--- src/hw/tvc_pkg.sv ---
// shared constants, commands and state types for the tuner command/output block
package tvc_pkg;
    localparam logic [4:0] CMD_EOT = 5'h00;
    localparam logic [4:0] CMD_PROG_LAST_DIGIT = 5'h09;
    localparam logic [4:0] CMD_PROG0 = 5'h0a;
    localparam logic [4:0] CMD_DEC_DOWN = 5'h0b;
    localparam logic [4:0] CMD_DEC_UP = 5'h0c;
    localparam logic [4:0] CMD_PREFIX = 5'h0d;
    localparam logic [4:0] CMD_PROG_MAX16 = 5'h10;
    localparam logic [4:0] CMD_SEQ_UP = 5'h1a;
    localparam logic [4:0] CMD_SEQ_DOWN = 5'h1b;
    localparam logic [4:0] CMD_ON_STBY = 5'h1c;
    localparam logic [4:0] CMD_STBY = 5'h1d;
    localparam logic [4:0] CMD_IDLE = 5'h1f;

    // option column positions on the option line, column 1 at bit 0
    localparam int OPT_TWENTY = 0;
    localparam int OPT_AV2 = 1;
    localparam int OPT_PWR_STBY = 2;
    localparam int OPT_PREFIX = 3;
    localparam int OPT_SKIP_DEF = 4;
    localparam int OPT_COLS = 5;

    localparam logic [4:0] PROG_RESET = 5'h01;
    localparam logic [4:0] PROG_TOP16 = 5'h10;
    localparam logic [4:0] PROG_TOP20 = 5'h13;
    localparam logic [4:0] PROG_DECADE = 5'h0a;
    localparam logic [4:0] AV1_FIRST16 = 5'h10;
    localparam logic [4:0] AV1_FIRST20 = 5'h00;
    localparam logic [4:0] AV1_SECOND16 = 5'h0f;
    localparam logic [4:0] AV1_SECOND20 = 5'h13;
    localparam logic [4:0] AV2_FIRST = 5'h08;
    localparam logic [4:0] AV2_SECOND = 5'h07;
    localparam logic [4:0] AV2_BOTH = 5'h06;

    // band index: 0 VHF III, 1 UHF, 2 VHF I, 3 CATV (sequence order)
    localparam logic [1:0] BAND_RESET = 2'h0;
    localparam logic [1:0] MS_RESET = 2'h0;

    localparam int CLK_KHZ = 200000;
    localparam int AFC_PROG_MS = 500;
    localparam int AFC_TUNE_MS = 1000;
    localparam int AFC_RESET_MS = 1100;
    localparam int AFC_PROG_CYC = AFC_PROG_MS * CLK_KHZ;
    localparam int AFC_TUNE_CYC = AFC_TUNE_MS * CLK_KHZ;
    localparam int AFC_RESET_CYC = AFC_RESET_MS * CLK_KHZ;
    localparam int AFC_W = 28;

    typedef enum logic [3:0] {
        PWR_OFF = 4'h1,
        PWR_STBY_PD = 4'h2,
        PWR_STBY_ON = 4'h4,
        PWR_ON = 4'h8
    } tvc_pwr_type;
endpackage : tvc_pkg

--- src/hw/tvc_opt_if.sv ---
// option-scan results passed from the scanner to the command core
`timescale 1ns/1ps
interface tvc_opt_if;
    logic [4:0] optBits;
    logic optValid;
    modport scan (output optBits, output optValid);
    modport core (input optBits, input optValid);
endinterface : tvc_opt_if

--- src/hw/tvc_top.sv ---
// tuner command decoder and band, standard, AV, AFC and standby output control
`timescale 1ns/1ps
module tvc_top
    import tvc_pkg::*;
#(
    parameter int PROG_CYC = AFC_PROG_CYC,
    parameter int TUNE_CYC = AFC_TUNE_CYC,
    parameter int RESET_CYC = AFC_RESET_CYC
) (
    input wire logic clk, // 200 MHz clock
    input wire logic rst_b, // async power-on reset, active low
    input wire logic [4:0] dataWord, // parallel command pins, bit 0 lsb
    input wire logic kbdCmdValid, // keyboard command pulse
    input wire logic [4:0] kbdCmd, // keyboard command code, same coding
    input wire logic kbdBandSeq, // band-sequence key pulse
    input wire logic kbdStdSeq, // multi-standard key pulse
    input wire logic kbdOnOff, // on/off key pulse
    input wire logic kbdTuneHeld, // tune up or down key held
    input wire logic [3:0] bandSkip_b, // band skip pins, low skips the band
    input wire logic [OPT_COLS-1:0] colStrobe_b, // keyboard column strobes
    input wire logic optionLine, // option select pin
    output logic [3:0] bandSel, // one-hot band outputs
    output logic [1:0] msOut, // coded standard outputs
    output logic avFirstOut, // first AV pin drive level
    output logic avFirstOe, // first AV pin pull-down enable
    output logic avSecondOut, // second AV pin drive level
    output logic avSecondOe, // second AV pin pull-down enable
    output logic afcDefeat_b, // low while AFC is defeated
    output logic standbyOut, // high in standby or off
    output logic [4:0] progNum, // selected program
    output logic skipDefeat, // program skip defeated
    output logic twentyProg, // 20-program option active
    output logic decadeMode, // decade mode, low in prefix mode or the 16-program option
    output logic powerOn // device in on state
);
    tvc_opt_if opt ();

    tvc_option_scan u_scan (
        .clk(clk),
        .rst_b(rst_b),
        .colStrobe_b(colStrobe_b),
        .optionLine(optionLine),
        .opt(opt)
    );

    logic [4:0] dataMeta_r, dataSync_r, dataPrev_r;
    tvc_pwr_type pwr_r, pwr_nxt;
    logic [4:0] prog_r, prog_nxt;
    logic [1:0] band_r, band_nxt, ms_r, ms_nxt;
    logic prefix_r, prefix_nxt, armed_r, armed_nxt, tunePrev_r, tunePrev_nxt;
    logic started_r, started_nxt;
    logic av1_r, av1_nxt, av2_r, av2_nxt;
    logic afcLoad;
    logic [AFC_W-1:0] afcCount;
    logic afcBusy;
    logic cmdValid, dataTake, isProg, twenty, decMode, wakeCmd, tuneRelease;
    logic [4:0] cmd, target, seqUp, seqDown;
    logic [1:0] bandStep;
    logic [3:0] bandSkipMeta_r, bandSkipSync_r;
    logic [2:0] optOut_r, optOut_nxt;

    tvc_hold_timer #(.WIDTH(AFC_W)) u_afc (
        .clk(clk),
        .rst_b(rst_b),
        .load(afcLoad),
        .loadCount(afcCount),
        .busy(afcBusy)
    );

    assign twenty = opt.optBits[OPT_TWENTY];
    assign decMode = twenty & ~opt.optBits[OPT_PREFIX];

    // data word taken once when stable and armed; end code rearms
    // the host is not in step with this clock, so a word must read alike on two edges
    always_comb begin
        dataTake = armed_r && dataSync_r == dataPrev_r && dataSync_r != CMD_EOT && dataSync_r != CMD_IDLE;
        cmdValid = kbdCmdValid | (dataTake & ~kbdCmdValid);
        cmd = kbdCmdValid ? kbdCmd : dataSync_r;
        armed_nxt = armed_r;
        if (dataSync_r == dataPrev_r && dataSync_r == CMD_EOT)
            armed_nxt = 1'b1;
        else if (dataTake && !kbdCmdValid)
            armed_nxt = 1'b0;
    end

    // program decode; 14-16 fall out as no-ops in 20-option
    always_comb begin
        isProg = 1'b0;
        target = cmd;
        if (cmd != CMD_EOT && cmd <= CMD_PROG_LAST_DIGIT) begin
            isProg = 1'b1;
            if (twenty && prefix_r)
                target = cmd + PROG_DECADE;
        end else if (cmd == CMD_PROG0 && twenty) begin
            isProg = 1'b1;
            target = prefix_r ? PROG_DECADE : 5'h00;
        end else if (!twenty && cmd >= CMD_PROG0 && cmd <= CMD_PROG_MAX16) begin
            isProg = 1'b1;
        end
    end

    // commands that wake the set from standby
    always_comb begin
        wakeCmd = 1'b0;
        if (cmdValid) begin
            if (isProg || cmd == CMD_ON_STBY || cmd == CMD_SEQ_UP || cmd == CMD_SEQ_DOWN)
                wakeCmd = 1'b1;
            else if (twenty && (cmd == CMD_DEC_DOWN || cmd == CMD_DEC_UP || cmd == CMD_PREFIX))
                wakeCmd = 1'b1;
        end
    end

    // memory sequence neighbours; program 0 exists only in the 20-program option
    always_comb begin
        if (twenty) begin
            seqUp = prog_r >= PROG_TOP20 ? 5'h00 : prog_r + 5'h01;
            seqDown = prog_r == 5'h00 ? PROG_TOP20 : prog_r - 5'h01;
        end else begin
            seqUp = prog_r >= PROG_TOP16 ? PROG_RESET : prog_r + 5'h01;
            seqDown = prog_r <= PROG_RESET ? PROG_TOP16 : prog_r - 5'h01;
        end
    end

    // next band not skipped, nearest first; all four skipped keeps the band
    always_comb begin
        bandStep = band_r;
        for (int k = 3; k >= 1; k--) begin
            if (bandSkipSync_r[2'(band_r + 2'(k))])
                bandStep = 2'(band_r + 2'(k));
        end
    end

    // release is seen on the first edge the key reads low, against the registered key level
    assign tuneRelease = tunePrev_r & ~kbdTuneHeld;

    always_comb begin
        pwr_nxt = pwr_r;
        prog_nxt = prog_r;
        band_nxt = band_r;
        ms_nxt = ms_r;
        prefix_nxt = prefix_r;
        started_nxt = started_r;
        tunePrev_nxt = kbdTuneHeld;
        afcLoad = 1'b0;
        afcCount = AFC_W'(PROG_CYC);
        // power-up state waits for the first full option scan
        if (!started_r && opt.optValid) begin
            started_nxt = 1'b1;
            pwr_nxt = opt.optBits[OPT_PWR_STBY] ? PWR_STBY_PD : PWR_OFF;
        end
        unique case (pwr_r)
            PWR_OFF: begin
                if (kbdOnOff) begin
                    pwr_nxt = PWR_ON;
                    prog_nxt = PROG_RESET;
                    afcLoad = 1'b1;
                    afcCount = AFC_W'(RESET_CYC);
                end
            end
            PWR_STBY_PD, PWR_STBY_ON: begin
                // a waking program command from PWR_STBY_ON also selects its program; other waking commands are not executed further
                if (kbdOnOff && pwr_r == PWR_STBY_ON) begin
                    pwr_nxt = PWR_OFF;
                end else if (kbdOnOff || wakeCmd) begin
                    pwr_nxt = PWR_ON;
                    afcLoad = 1'b1;
                    afcCount = AFC_W'(RESET_CYC);
                    prefix_nxt = 1'b0;
                    if (pwr_r == PWR_STBY_PD)
                        prog_nxt = PROG_RESET;
                    else if (cmdValid && isProg)
                        prog_nxt = target;
                end
            end
            PWR_ON: begin
                if (kbdOnOff) begin
                    pwr_nxt = PWR_OFF;
                end else if (cmdValid && (cmd == CMD_STBY || cmd == CMD_ON_STBY)) begin
                    pwr_nxt = PWR_STBY_ON;
                    prefix_nxt = 1'b0;
                end else if (cmdValid) begin
                    prefix_nxt = 1'b0;
                    if (isProg) begin
                        prog_nxt = target;
                        afcLoad = 1'b1;
                    end else if (twenty && !decMode && cmd == CMD_PREFIX) begin
                        prefix_nxt = 1'b1;
                    end else if (decMode && cmd == CMD_DEC_UP && prog_r < PROG_DECADE) begin
                        prog_nxt = prog_r + PROG_DECADE;
                        afcLoad = 1'b1;
                    end else if (decMode && cmd == CMD_DEC_DOWN && prog_r >= PROG_DECADE) begin
                        prog_nxt = prog_r - PROG_DECADE;
                        afcLoad = 1'b1;
                    end else if (cmd == CMD_SEQ_UP) begin
                        afcLoad = 1'b1;
                        prog_nxt = seqUp;
                    end else if (cmd == CMD_SEQ_DOWN) begin
                        afcLoad = 1'b1;
                        prog_nxt = seqDown;
                    end
                end
                if (kbdBandSeq)
                    band_nxt = bandStep;
                if (kbdStdSeq)
                    ms_nxt = ms_r + 2'h1;
                if (tuneRelease) begin
                    afcLoad = 1'b1;
                    afcCount = AFC_W'(TUNE_CYC);
                end
            end
        endcase
    end

    // AV decode from program and options
    // follows prog_nxt so the AV pins switch on the same edge as the program
    always_comb begin
        if (opt.optBits[OPT_AV2]) begin
            av1_nxt = prog_nxt == AV2_FIRST || prog_nxt == AV2_BOTH;
            av2_nxt = prog_nxt == AV2_SECOND || prog_nxt == AV2_BOTH;
        end else begin
            av1_nxt = prog_nxt == (twenty ? AV1_FIRST20 : AV1_FIRST16);
            av2_nxt = prog_nxt == (twenty ? AV1_SECOND20 : AV1_SECOND16);
        end
    end

    always_ff @(posedge clk or negedge rst_b) begin
        if (!rst_b) begin
            dataMeta_r <= CMD_IDLE;
            dataSync_r <= CMD_IDLE;
            dataPrev_r <= CMD_IDLE;
            bandSkipMeta_r <= 4'hf;
            bandSkipSync_r <= 4'hf;
            pwr_r <= PWR_OFF;
            prog_r <= PROG_RESET;
            band_r <= BAND_RESET;
            ms_r <= MS_RESET;
            prefix_r <= 1'b0;
            armed_r <= 1'b1;
            tunePrev_r <= 1'b0;
            started_r <= 1'b0;
            av1_r <= 1'b0;
            av2_r <= 1'b0;
        end else begin
            dataMeta_r <= dataWord;
            dataSync_r <= dataMeta_r;
            dataPrev_r <= dataSync_r;
            bandSkipMeta_r <= bandSkip_b;
            bandSkipSync_r <= bandSkipMeta_r;
            pwr_r <= pwr_nxt;
            prog_r <= prog_nxt;
            band_r <= band_nxt;
            ms_r <= ms_nxt;
            prefix_r <= prefix_nxt;
            armed_r <= armed_nxt;
            tunePrev_r <= tunePrev_nxt;
            started_r <= started_nxt;
            av1_r <= av1_nxt;
            av2_r <= av2_nxt;
        end
    end

    // power-on hold: timer idle at reset, so the first 1.1 s is counted here
    logic [AFC_W-1:0] porCount_r, porCount_nxt;
    always_comb begin
        porCount_nxt = porCount_r;
        if (porCount_r != AFC_W'(RESET_CYC))
            porCount_nxt = porCount_r + 1'b1;
    end
    always_ff @(posedge clk or negedge rst_b) begin
        if (!rst_b)
            porCount_r <= '0;
        else
            porCount_r <= porCount_nxt;
    end

    // option levels re-registered so these outputs leave straight from flops
    always_comb begin
        optOut_nxt = {opt.optBits[OPT_SKIP_DEF], twenty, decMode};
    end
    always_ff @(posedge clk or negedge rst_b) begin
        if (!rst_b)
            optOut_r <= '0;
        else
            optOut_r <= optOut_nxt;
    end

    assign bandSel = 4'h1 << band_r;
    assign msOut = (pwr_r == PWR_ON) ? ms_r : 2'h0;
    // open drain: pulled low for 0, released for 1
    assign avFirstOut = 1'b0;
    assign avFirstOe = ~av1_r;
    assign avSecondOut = 1'b0;
    assign avSecondOe = ~av2_r;
    // tune key level joins directly so the defeat starts on the press itself
    assign afcDefeat_b = ~(afcBusy | kbdTuneHeld | porCount_r != AFC_W'(RESET_CYC));
    assign standbyOut = pwr_r != PWR_ON;
    assign progNum = prog_r;
    assign skipDefeat = optOut_r[2];
    assign twentyProg = optOut_r[1];
    assign decadeMode = optOut_r[0];
    assign powerOn = pwr_r == PWR_ON;
endmodule : tvc_top

--- src/hw/tvc_option_scan.sv ---
// option line scanner: one latch per keyboard column
`timescale 1ns/1ps
module tvc_option_scan
    import tvc_pkg::*;
(
    input wire logic clk, // 200 MHz clock
    input wire logic rst_b, // async reset, active low
    input wire logic [OPT_COLS-1:0] colStrobe_b, // column drive, low while scanned
    input wire logic optionLine, // option line pin
    tvc_opt_if.scan opt // latched option bits
);
    logic lineMeta_r, lineSync_r;
    logic [OPT_COLS-1:0] strobeD1_r, strobeD2_r, opt_r, seen_r;
    logic [OPT_COLS-1:0] opt_nxt, seen_nxt;

    // strobes delayed two cycles to line up with the synchronised line
    always_comb begin
        opt_nxt = opt_r;
        seen_nxt = seen_r;
        for (int i = 0; i < OPT_COLS; i++) begin
            // each column latched on its own: any number may be active
            if (!strobeD2_r[i]) begin
                opt_nxt[i] = ~lineSync_r;
                seen_nxt[i] = 1'b1;
            end
        end
    end

    always_ff @(posedge clk or negedge rst_b) begin
        if (!rst_b) begin
            lineMeta_r <= 1'b1;
            lineSync_r <= 1'b1;
            strobeD1_r <= '1;
            strobeD2_r <= '1;
            opt_r <= '0;
            seen_r <= '0;
        end else begin
            lineMeta_r <= optionLine;
            lineSync_r <= lineMeta_r;
            strobeD1_r <= colStrobe_b;
            strobeD2_r <= strobeD1_r;
            opt_r <= opt_nxt;
            seen_r <= seen_nxt;
        end
    end

    assign opt.optBits = opt_r;
    assign opt.optValid = &seen_r;
endmodule : tvc_option_scan

--- src/hw/tvc_hold_timer.sv ---
// retriggerable down-counter that keeps a hold active for a loaded time
`timescale 1ns/1ps
module tvc_hold_timer #(
    parameter int WIDTH = 28
) (
    input wire logic clk, // 200 MHz clock
    input wire logic rst_b, // async reset, active low
    input wire logic load, // start or extend the hold
    input wire logic [WIDTH-1:0] loadCount, // cycles to hold from now
    output logic busy // hold still running
);
    logic [WIDTH-1:0] count_r, count_nxt;

    // a shorter new request never cuts an older, longer hold
    always_comb begin
        count_nxt = count_r;
        if (count_r != '0)
            count_nxt = count_r - 1'b1;
        if (load && loadCount > count_nxt)
            count_nxt = loadCount;
    end

    always_ff @(posedge clk or negedge rst_b) begin
        if (!rst_b)
            count_r <= '0;
        else
            count_r <= count_nxt;
    end

    assign busy = count_r != '0;
endmodule : tvc_hold_timer

--- config.mk ---
export PLATFORM = sky130hd
export DESIGN_NAME = tvc_top
export DESIGN_NICKNAME = d
export VERILOG_FILES = /design/src/hw/tvc_pkg.sv /design/src/hw/tvc_opt_if.sv /design/src/hw/tvc_top.sv /design/src/hw/tvc_option_scan.sv /design/src/hw/tvc_hold_timer.sv
export SDC_FILE = /design/constraint.sdc
export NUM_CORES = 1
export LEC_CHECK = 0
export ABC_AREA = 1
export BUFFER_PORTS_ARGS = -buffer_cell sky130_fd_sc_hd__buf_2
export CAP_MARGIN = 25
export CORE_MARGIN = 2
export CORE_UTILIZATION = 60
export CTS_BUF_LIST = sky130_fd_sc_hd__clkbuf_16
export CTS_CLUSTER_DIAMETER = 40
export CTS_CLUSTER_SIZE = 30
export DETAILED_ROUTE_END_ITERATION = 7
export PLACE_DENSITY = 0.8
export SLEW_MARGIN = 20
export SYNTH_ARGS = -nofsm -noshare
export SYNTH_HDL_FRONTEND = slang
export SYNTH_SLANG_ARGS = --single-unit
--- constraint.sdc ---
create_clock -name clk -period 4.74 [get_ports clk]
set_clock_uncertainty 0.2 [all_clocks]
set_input_delay 1.422 -clock clk [delete_from_list [all_inputs] [get_ports clk]]
set_output_delay 1.422 -clock clk [all_outputs]
set_load 0.03 [all_outputs]
After elaboration in Yosys (flattened, before gate mapping)
Cells that the tools add are included.

storage, ports and cells
  word-level logic and storage cells = 227
  output and inout bits = 21
  input port bits = 27
  register bits after elaboration = 123

cells by class
  $add $sub $neg = 11
  bitwise logic cells = 13
  reductions and logical operators = 48
  order comparisons = 12
  equality and inequality tests = 25
  shift-type cells = 1
  multiplexer cells = 85

operator list
  kind                                                                   number
  28-bit 2-to-1 mux                                                      6
  5-bit 2-to-1 mux                                                       26
  28-bit one-hot mux with 3 select lines                                 1
  1-bit 2-to-1 mux                                                       33
  28-bit by 1-bit adder with 28-bit output, second input constant        1
  28-bit greater-than comparator                                         1
  4-bit 2-to-1 mux                                                       7
  28-bit inequality test, second input constant                          1
  28-bit nonzero test                                                    1
  28-bit by 1-bit subtractor with 28-bit output, second input constant   1
  5-bit by 4-bit == test with 1-bit output, second input constant        5
  1-bit logical AND                                                      22
  5-bit == test, second input constant                                   4
  5-bit == test                                                          3
  5-bit one-hot mux with 3 select lines                                  1
  4-bit one-hot mux with 3 select lines                                  1
  5-bit by 4-bit adder with 5-bit output, second input constant          2
  5-bit by 3-bit == test with 1-bit output, second input constant        2
  5-bit by 4-bit >= comparator with 1-bit output, second input constant  2
  5-bit >= comparator, second input constant                             2
  5-bit logical NOT                                                      2
  2-bit 2-to-1 mux                                                       5
  5-bit AND reduction                                                    2
  5-bit nonzero test                                                     2
  32 further kinds                                                       62

Logic depth before layout (Yosys ltp)
  depth in word-level cells = 19
  mapped depth = 28

Hierarchy
From an unflattened synthesis, not the netlist that was laid out.

unflattened totals
  cell total of the unflattened synthesis = 1178
  area total of the unflattened synthesis = 8461.9 µm²

modules (own cells, without submodules)
  module           area each (µm²)  times used  cells each
  tvc_top          4946.0           1           676
  tvc_hold_timer   2856.5           1           457
  tvc_option_scan  659.4            1           45

Least setup slack after synthesis
No wires, ideal clock.

  path kind = input -> register
  start point = input port kbdCmdValid
  end point = register u_afc.count_r[24]
  slack = 292 ps
  cell stages on the path = 23
  arrival time = 4128 ps
  library setup time = 120 ps
  path buffers = 2
  path through = buf_6 nand2_1 nand2_1 ha_1 nand3_1 o21ai_0 nand3_2 nand3_4 nand2_2 nand3_4 nand2_4 nand2_2 inv_2 ha_1 a21oi_1 nor2_1 a2111oi_0 nor2_1 nor2_2 nand3_4 nand2_4 buf_6 nand2_1

on the way
  cells in the longest elaborated chain, start to end = 19
  elaborated cells between the ends (all ways) = 59
  those cells by class = order compare: 4; eq/ne: 8; mux: 24; bitwise: 3; reduce/logical: 20

ends and longest elaborated chain
  what                                            RTL line              RTL
  from (decl)                                     tvc_top.sv:13         input wire logic kbdCmdValid,
  5-bit 2-to-1 mux                                tvc_top.sv:78         cmd = kbdCmdValid ? kbdCmd : dataSync_r;
  5-bit by 4-bit >= comparator with 1-bit output  tvc_top.sv:97         end else if (!twenty && cmd >= CMD_PROG0 && cmd <= CMD_PROG_MAX16) begin
  1-bit logical AND (2 in a row)                  tvc_top.sv:97
  1-bit 2-to-1 mux                                tvc_top.sv:97
  1-bit 2-to-1 mux                                tvc_top.sv:94         end else if (cmd == CMD_PROG0 && twenty) begin
  1-bit 2-to-1 mux                                tvc_top.sv:90         if (cmd != CMD_EOT && cmd <= CMD_PROG_LAST_DIGIT) begin
  1-bit logical OR (3 in a row)                   tvc_top.sv:106        if (isProg || cmd == CMD_ON_STBY || cmd == CMD_SEQ_UP || cmd == CMD_SEQ_DOWN)
  1-bit 2-to-1 mux                                tvc_top.sv:106
  1-bit 2-to-1 mux                                tvc_top.sv:105        if (cmdValid) begin
  1-bit logical OR                                tvc_top.sv:164        end else if (kbdOnOff || wakeCmd) begin
  28-bit 2-to-1 mux                               tvc_top.sv:164
  28-bit 2-to-1 mux                               tvc_top.sv:162        if (kbdOnOff && pwr_r == PWR_STBY_ON) begin
  28-bit one-hot mux with 3 select lines          tvc_top.sv:151        unique case (pwr_r)
  28-bit greater-than comparator                  tvc_hold_timer.sv:19  if (load && loadCount > count_nxt)
  1-bit logical AND *                             tvc_hold_timer.sv:19
  28-bit 2-to-1 mux *                             tvc_hold_timer.sv:19
  via u_afc.count_nxt[24]                         tvc_hold_timer.sv:12  logic [WIDTH-1:0] count_r, count_nxt;
  to (signal assigned)                            tvc_hold_timer.sv:27  count_r <= count_nxt;
  to (decl)                                       tvc_hold_timer.sv:12

Mark *: on every way through the listed nets, which the timed path passes. The rest lies on a longest branch.
A chain may end at the register's enable or synchronous reset.

Worst setup path after layout
  start point = input port kbdCmdValid
  end point = register u_afc.count_r[18]

Same word-level chain as after synthesis.

==> impl_summary.log <==
INFO  metric max_slew.worst_pin.slew = approximately 0.74 ns
INFO  metric overflow = 0
INFO  metric min_period_over_period = between 90% and 100%
INFO  metric most_common_cell_after_layout_fill_and_taps_aside = nand2_1
INFO  metric routed_wire_length_per_instance = around 14 microns
INFO  metric maximum_number_of_pins_on_one_net_before_global_route_repair = between 70 and 80
INFO  metric mostFrequentLayoutCells = nand2_1, inv_1, nor2_1
INFO  metric seq_area_frac_synth = about two fifths
INFO  metric synth_largest_area_cell = dfrtp_1
INFO  metric finish.utilization = between 60% and 70%
INFO  metric die_w = ~120 microns
INFO  metric layout-drive-gt1-share = between 10% and 20%
INFO  metric fin_nets = around 1100
INFO  metric postSynth.topFlopCell = dfrtp_1
INFO  metric power_leakage = roughly 4.4 nW
INFO  metric pwr-share-comb = around 42%
INFO  metric clock_tree_from_tritoncts = built
INFO  metric yosysWarningCount = 0
INFO  metric initial_utilization = 60.9%
INFO  metric netlist_instances = just under 1000
INFO  metric post-route-min-period = 4.40 ns
INFO  metric post_synth_arst_share = between 90% and 100%
INFO  metric core = between 0.01 and 0.015 sq mm
INFO  metric floorplan_die_height = between 100 and 150 microns
INFO  metric ir_drop = between 300 and 400 uV
INFO  metric yosys_register_bits = between 100 and 150
INFO  metric mappedNetlistArea = between 0.007 and 0.008 sq mm
INFO  metric post_layout_nonfiller_instances = between 1000 and 1500
INFO  metric timing_max_transition_violations_final = 0
INFO  metric cp_data_arrival_time = around 4.5 ns
INFO  metric switching_share = about 43%
INFO  metric antenna-diode-count = 0
INFO  metric timing.hold.ws = about 0.15 ns
INFO  metric crit_path_max_fanout = 8
INFO  metric grt_first_pass_wirelength = 29500 microns
INFO  metric r2r_start = u_afc.count_r[8]
INFO  metric fmaxAchievable = between 0.2 and 0.25 GHz
INFO  metric critPathLaunchType = input port
INFO  metric cts-root-to-sink-buffers = 2
INFO  metric fp.dieArea = roughly 0.014 sq mm
INFO  metric p_per_area = about 530 mW/mm^2
INFO  metric synth.area.top_cells = dfrtp_1, dfstp_2, nand2_1
INFO  metric drcViolationCount = 0
INFO  metric count_of_flip_flops_with_a_built_in_enable_after_synthesis = 0
INFO  metric regToRegSetupSlack = around 0.5 ns
INFO  metric final_antenna_net_count = 0
INFO  metric timing.reg2reg.worst_path_depth = 24
INFO  metric antenna_found_initial = 0
INFO  metric timing_worst_setup_path_type = in2reg
INFO  metric hold_viol_final = 0
INFO  metric synth.avg_cell_area = between 7 and 8 sq um
INFO  metric setup_viol = 0
INFO  metric status = complete, no violations
INFO  metric routed-via-count = approximately 6700
INFO  metric post-place-ws = -0.165 ns
INFO  metric min_path_type = reg2reg
INFO  metric post-layout-total-power = 4.59 mW
INFO  metric cell_internal_pwr = 2.60 mW
INFO  metric largestRegisters = porCount_r x28, u_afc.count_r x28
INFO  metric clk_root_buffer_cell = clkbuf_16
INFO  metric share_seq_of_total_power = 31.5%
INFO  metric place.gp.congestion = between 0.9 and 1
INFO  metric synth.lib_cells_used.distinct = 52
INFO  metric required_time_of_the_critical_path = 4.84 ns
INFO  metric cts.reportedPaths.clkPinSlew = roughly 0.060 ns
INFO  metric first_iter_violations = ~580
INFO  metric viasPerCell = around 5.4
INFO  metric ctsHoldBuffers = 0
INFO  metric synth_largest_type_area_fraction = between 20% and 30%
INFO  metric rr_endpoint = u_afc.count_r[18]
INFO  metric place_hpwl = between 10000 and 15000 microns
INFO  metric dp.cells = about 1200
INFO  metric cts-htree-levels = 4
INFO  metric critical_path.startpoint = kbdCmdValid
INFO  metric flow.area_growth_from_synthesis = 13.8%
INFO  metric port_buffers = 45
INFO  metric timing.max_slew.rel_slack = 50.3%
INFO  metric drt-pass1-iter-count = 5
INFO  metric pwr-share-clk = approximately a quarter
INFO  metric finalWorstSetupSlack = roughly 0.34 ns
INFO  metric unrepaired_setup_endpoints_after_global_routing = no
INFO  metric timing.max_cap.violations = 0
INFO  metric grt_pass1_vias = roughly 6500
INFO  metric cts.sinks = approximately 120
INFO  metric gr-usage-all-layers = between 20% and 30%
INFO  metric io-pin-count = 48
INFO  metric worstSetupEndpoint = u_afc.count_r[18]
INFO  metric wl = between 15000 and 20000 microns
INFO  metric power_switching = 1.99 mW
INFO  metric latest_clock_arrival_within_the_worst_skew_pair = 0.43 ns
INFO  metric tritoncts.num_buffers = 17
INFO  metric floorplan.rows = 41
INFO  metric timing.critical_path.to_type = flop
[worst max-delay path, stage by stage]
cell and delay [ns]:
buf_2 0.13, inv_2 0.08, nand2_1 0.07, nand2_1 0.07, ha_1 0.21, nand3_1 0.09
nand2_1 0.05, inv_1 0.05, nand2_1 0.05, nand3_2 0.09, nand3_4 0.10, nand2_2 0.12
nand3_4 0.10, nand2_4 0.07, nand2_2 0.05, buf_4 0.15, ha_1 0.33, nand3_1 0.12
nor4_1 0.31, nand4_1 0.18, nor2_2 0.20, a21oi_4 0.12, nand3_1 0.24, nand2_1 0.10
[what timing repair did]
item,in CTS,in global routing
gates resized for setup,0,3
buffers inserted,0,0
endpoints found under the setup margin,0,10
[worst min path at each step]
stage                                 endpoint  slack, ns  cells after the start            startpoint
final                     u_scan.strobeD2_r[4]       0.15                      0  u_scan.strobeD1_r[4]
after global routing         bandSkipSync_r[1]       0.15                      0     bandSkipMeta_r[1]
after floorplan              bandSkipSync_r[0]       0.15                      0     bandSkipMeta_r[0]
after CTS                 u_scan.strobeD2_r[4]       0.15                      0  u_scan.strobeD1_r[4]
after global placement           dataSync_r[3]       0.15                      0         dataMeta_r[3]
after detailed placement         dataSync_r[2]       0.15                      0         dataMeta_r[2]
[cell families (layout without fill, tap and decap cells)]
family / Yosys count / after routing / synth area share (%)
AOI/OAI and AO/OA: 93 / 93 / 7.02
xor gates and xnor gates: 52 / 52 / 6.00
adders and majority gates: 32 / 32 / 5.27
buffers and inverters: 160 / 241 / 8.45
DFF: 123 / 123 / 41.1
muxes: 1 / 1 / 0.132
other: 1 / 2 / 0.0494
and+or+nand+nor: 530 / 530 / 31.9
[Yosys cell counts (4+ instances only)]
cell type and n:
nand2_1 239, inv_1 142, nor2_1 114, dfrtp_1 85, nand3_1 69, xor2_1 42
dfstp_2 38, o21ai_0 38, a21oi_1 34, ha_1 32, nand4_1 24, nor3_1 21
nand2_2 13, nor4_1 10, xnor2_1 10, nor2_2 9, or2_2 9, inv_2 6
nand2_4 4, nand3_2 4, nand3_4 4
[per-stage QoR]
stage,instance area (sq um),setup TNS [ns]
2_1_floorplan,7600,0
3_5_place_dp,8070,-2.43
5_1_grt,8640,0
4_1_cts,8610,0
3_3_place_gp,8070,0
6_report,8640,0
[power groups by stage]
stage / sequential [mW] / combinational, mW / clock [mW]
3_3_place_gp: 1.45 / 1.83 / 0
4_1_cts: 1.44 / 1.91 / 1.21
2_1_floorplan: 1.43 / 1.43 / 0
3_5_place_dp: 1.45 / 1.88 / 0
5_1_grt: 1.46 / 2.20 / 1.26
6_report: 1.45 / 1.94 / 1.20
[area by class of cell]
type / count / area [sq um]
clock inverter: 14 / 88.8
clock buffer: 18 / 450
inverter: 151 / 567
fill: 1076 / 3820
timing repair buffer: 58 / 350
tap: 172 / 215
sequential: 123 / 3130
multi-input combinational: 710 / 3850
[metal layers]
layer	up-vias	share of wire (%)	GRT usage, %
li1	3317	-	-
met1	3119	44	35.1
met2	197	49	47.4
met3	55	4.0	5.50
met4	0	2.9	11.7
met5	-	0	0
(Power assumes the default switching activity.)
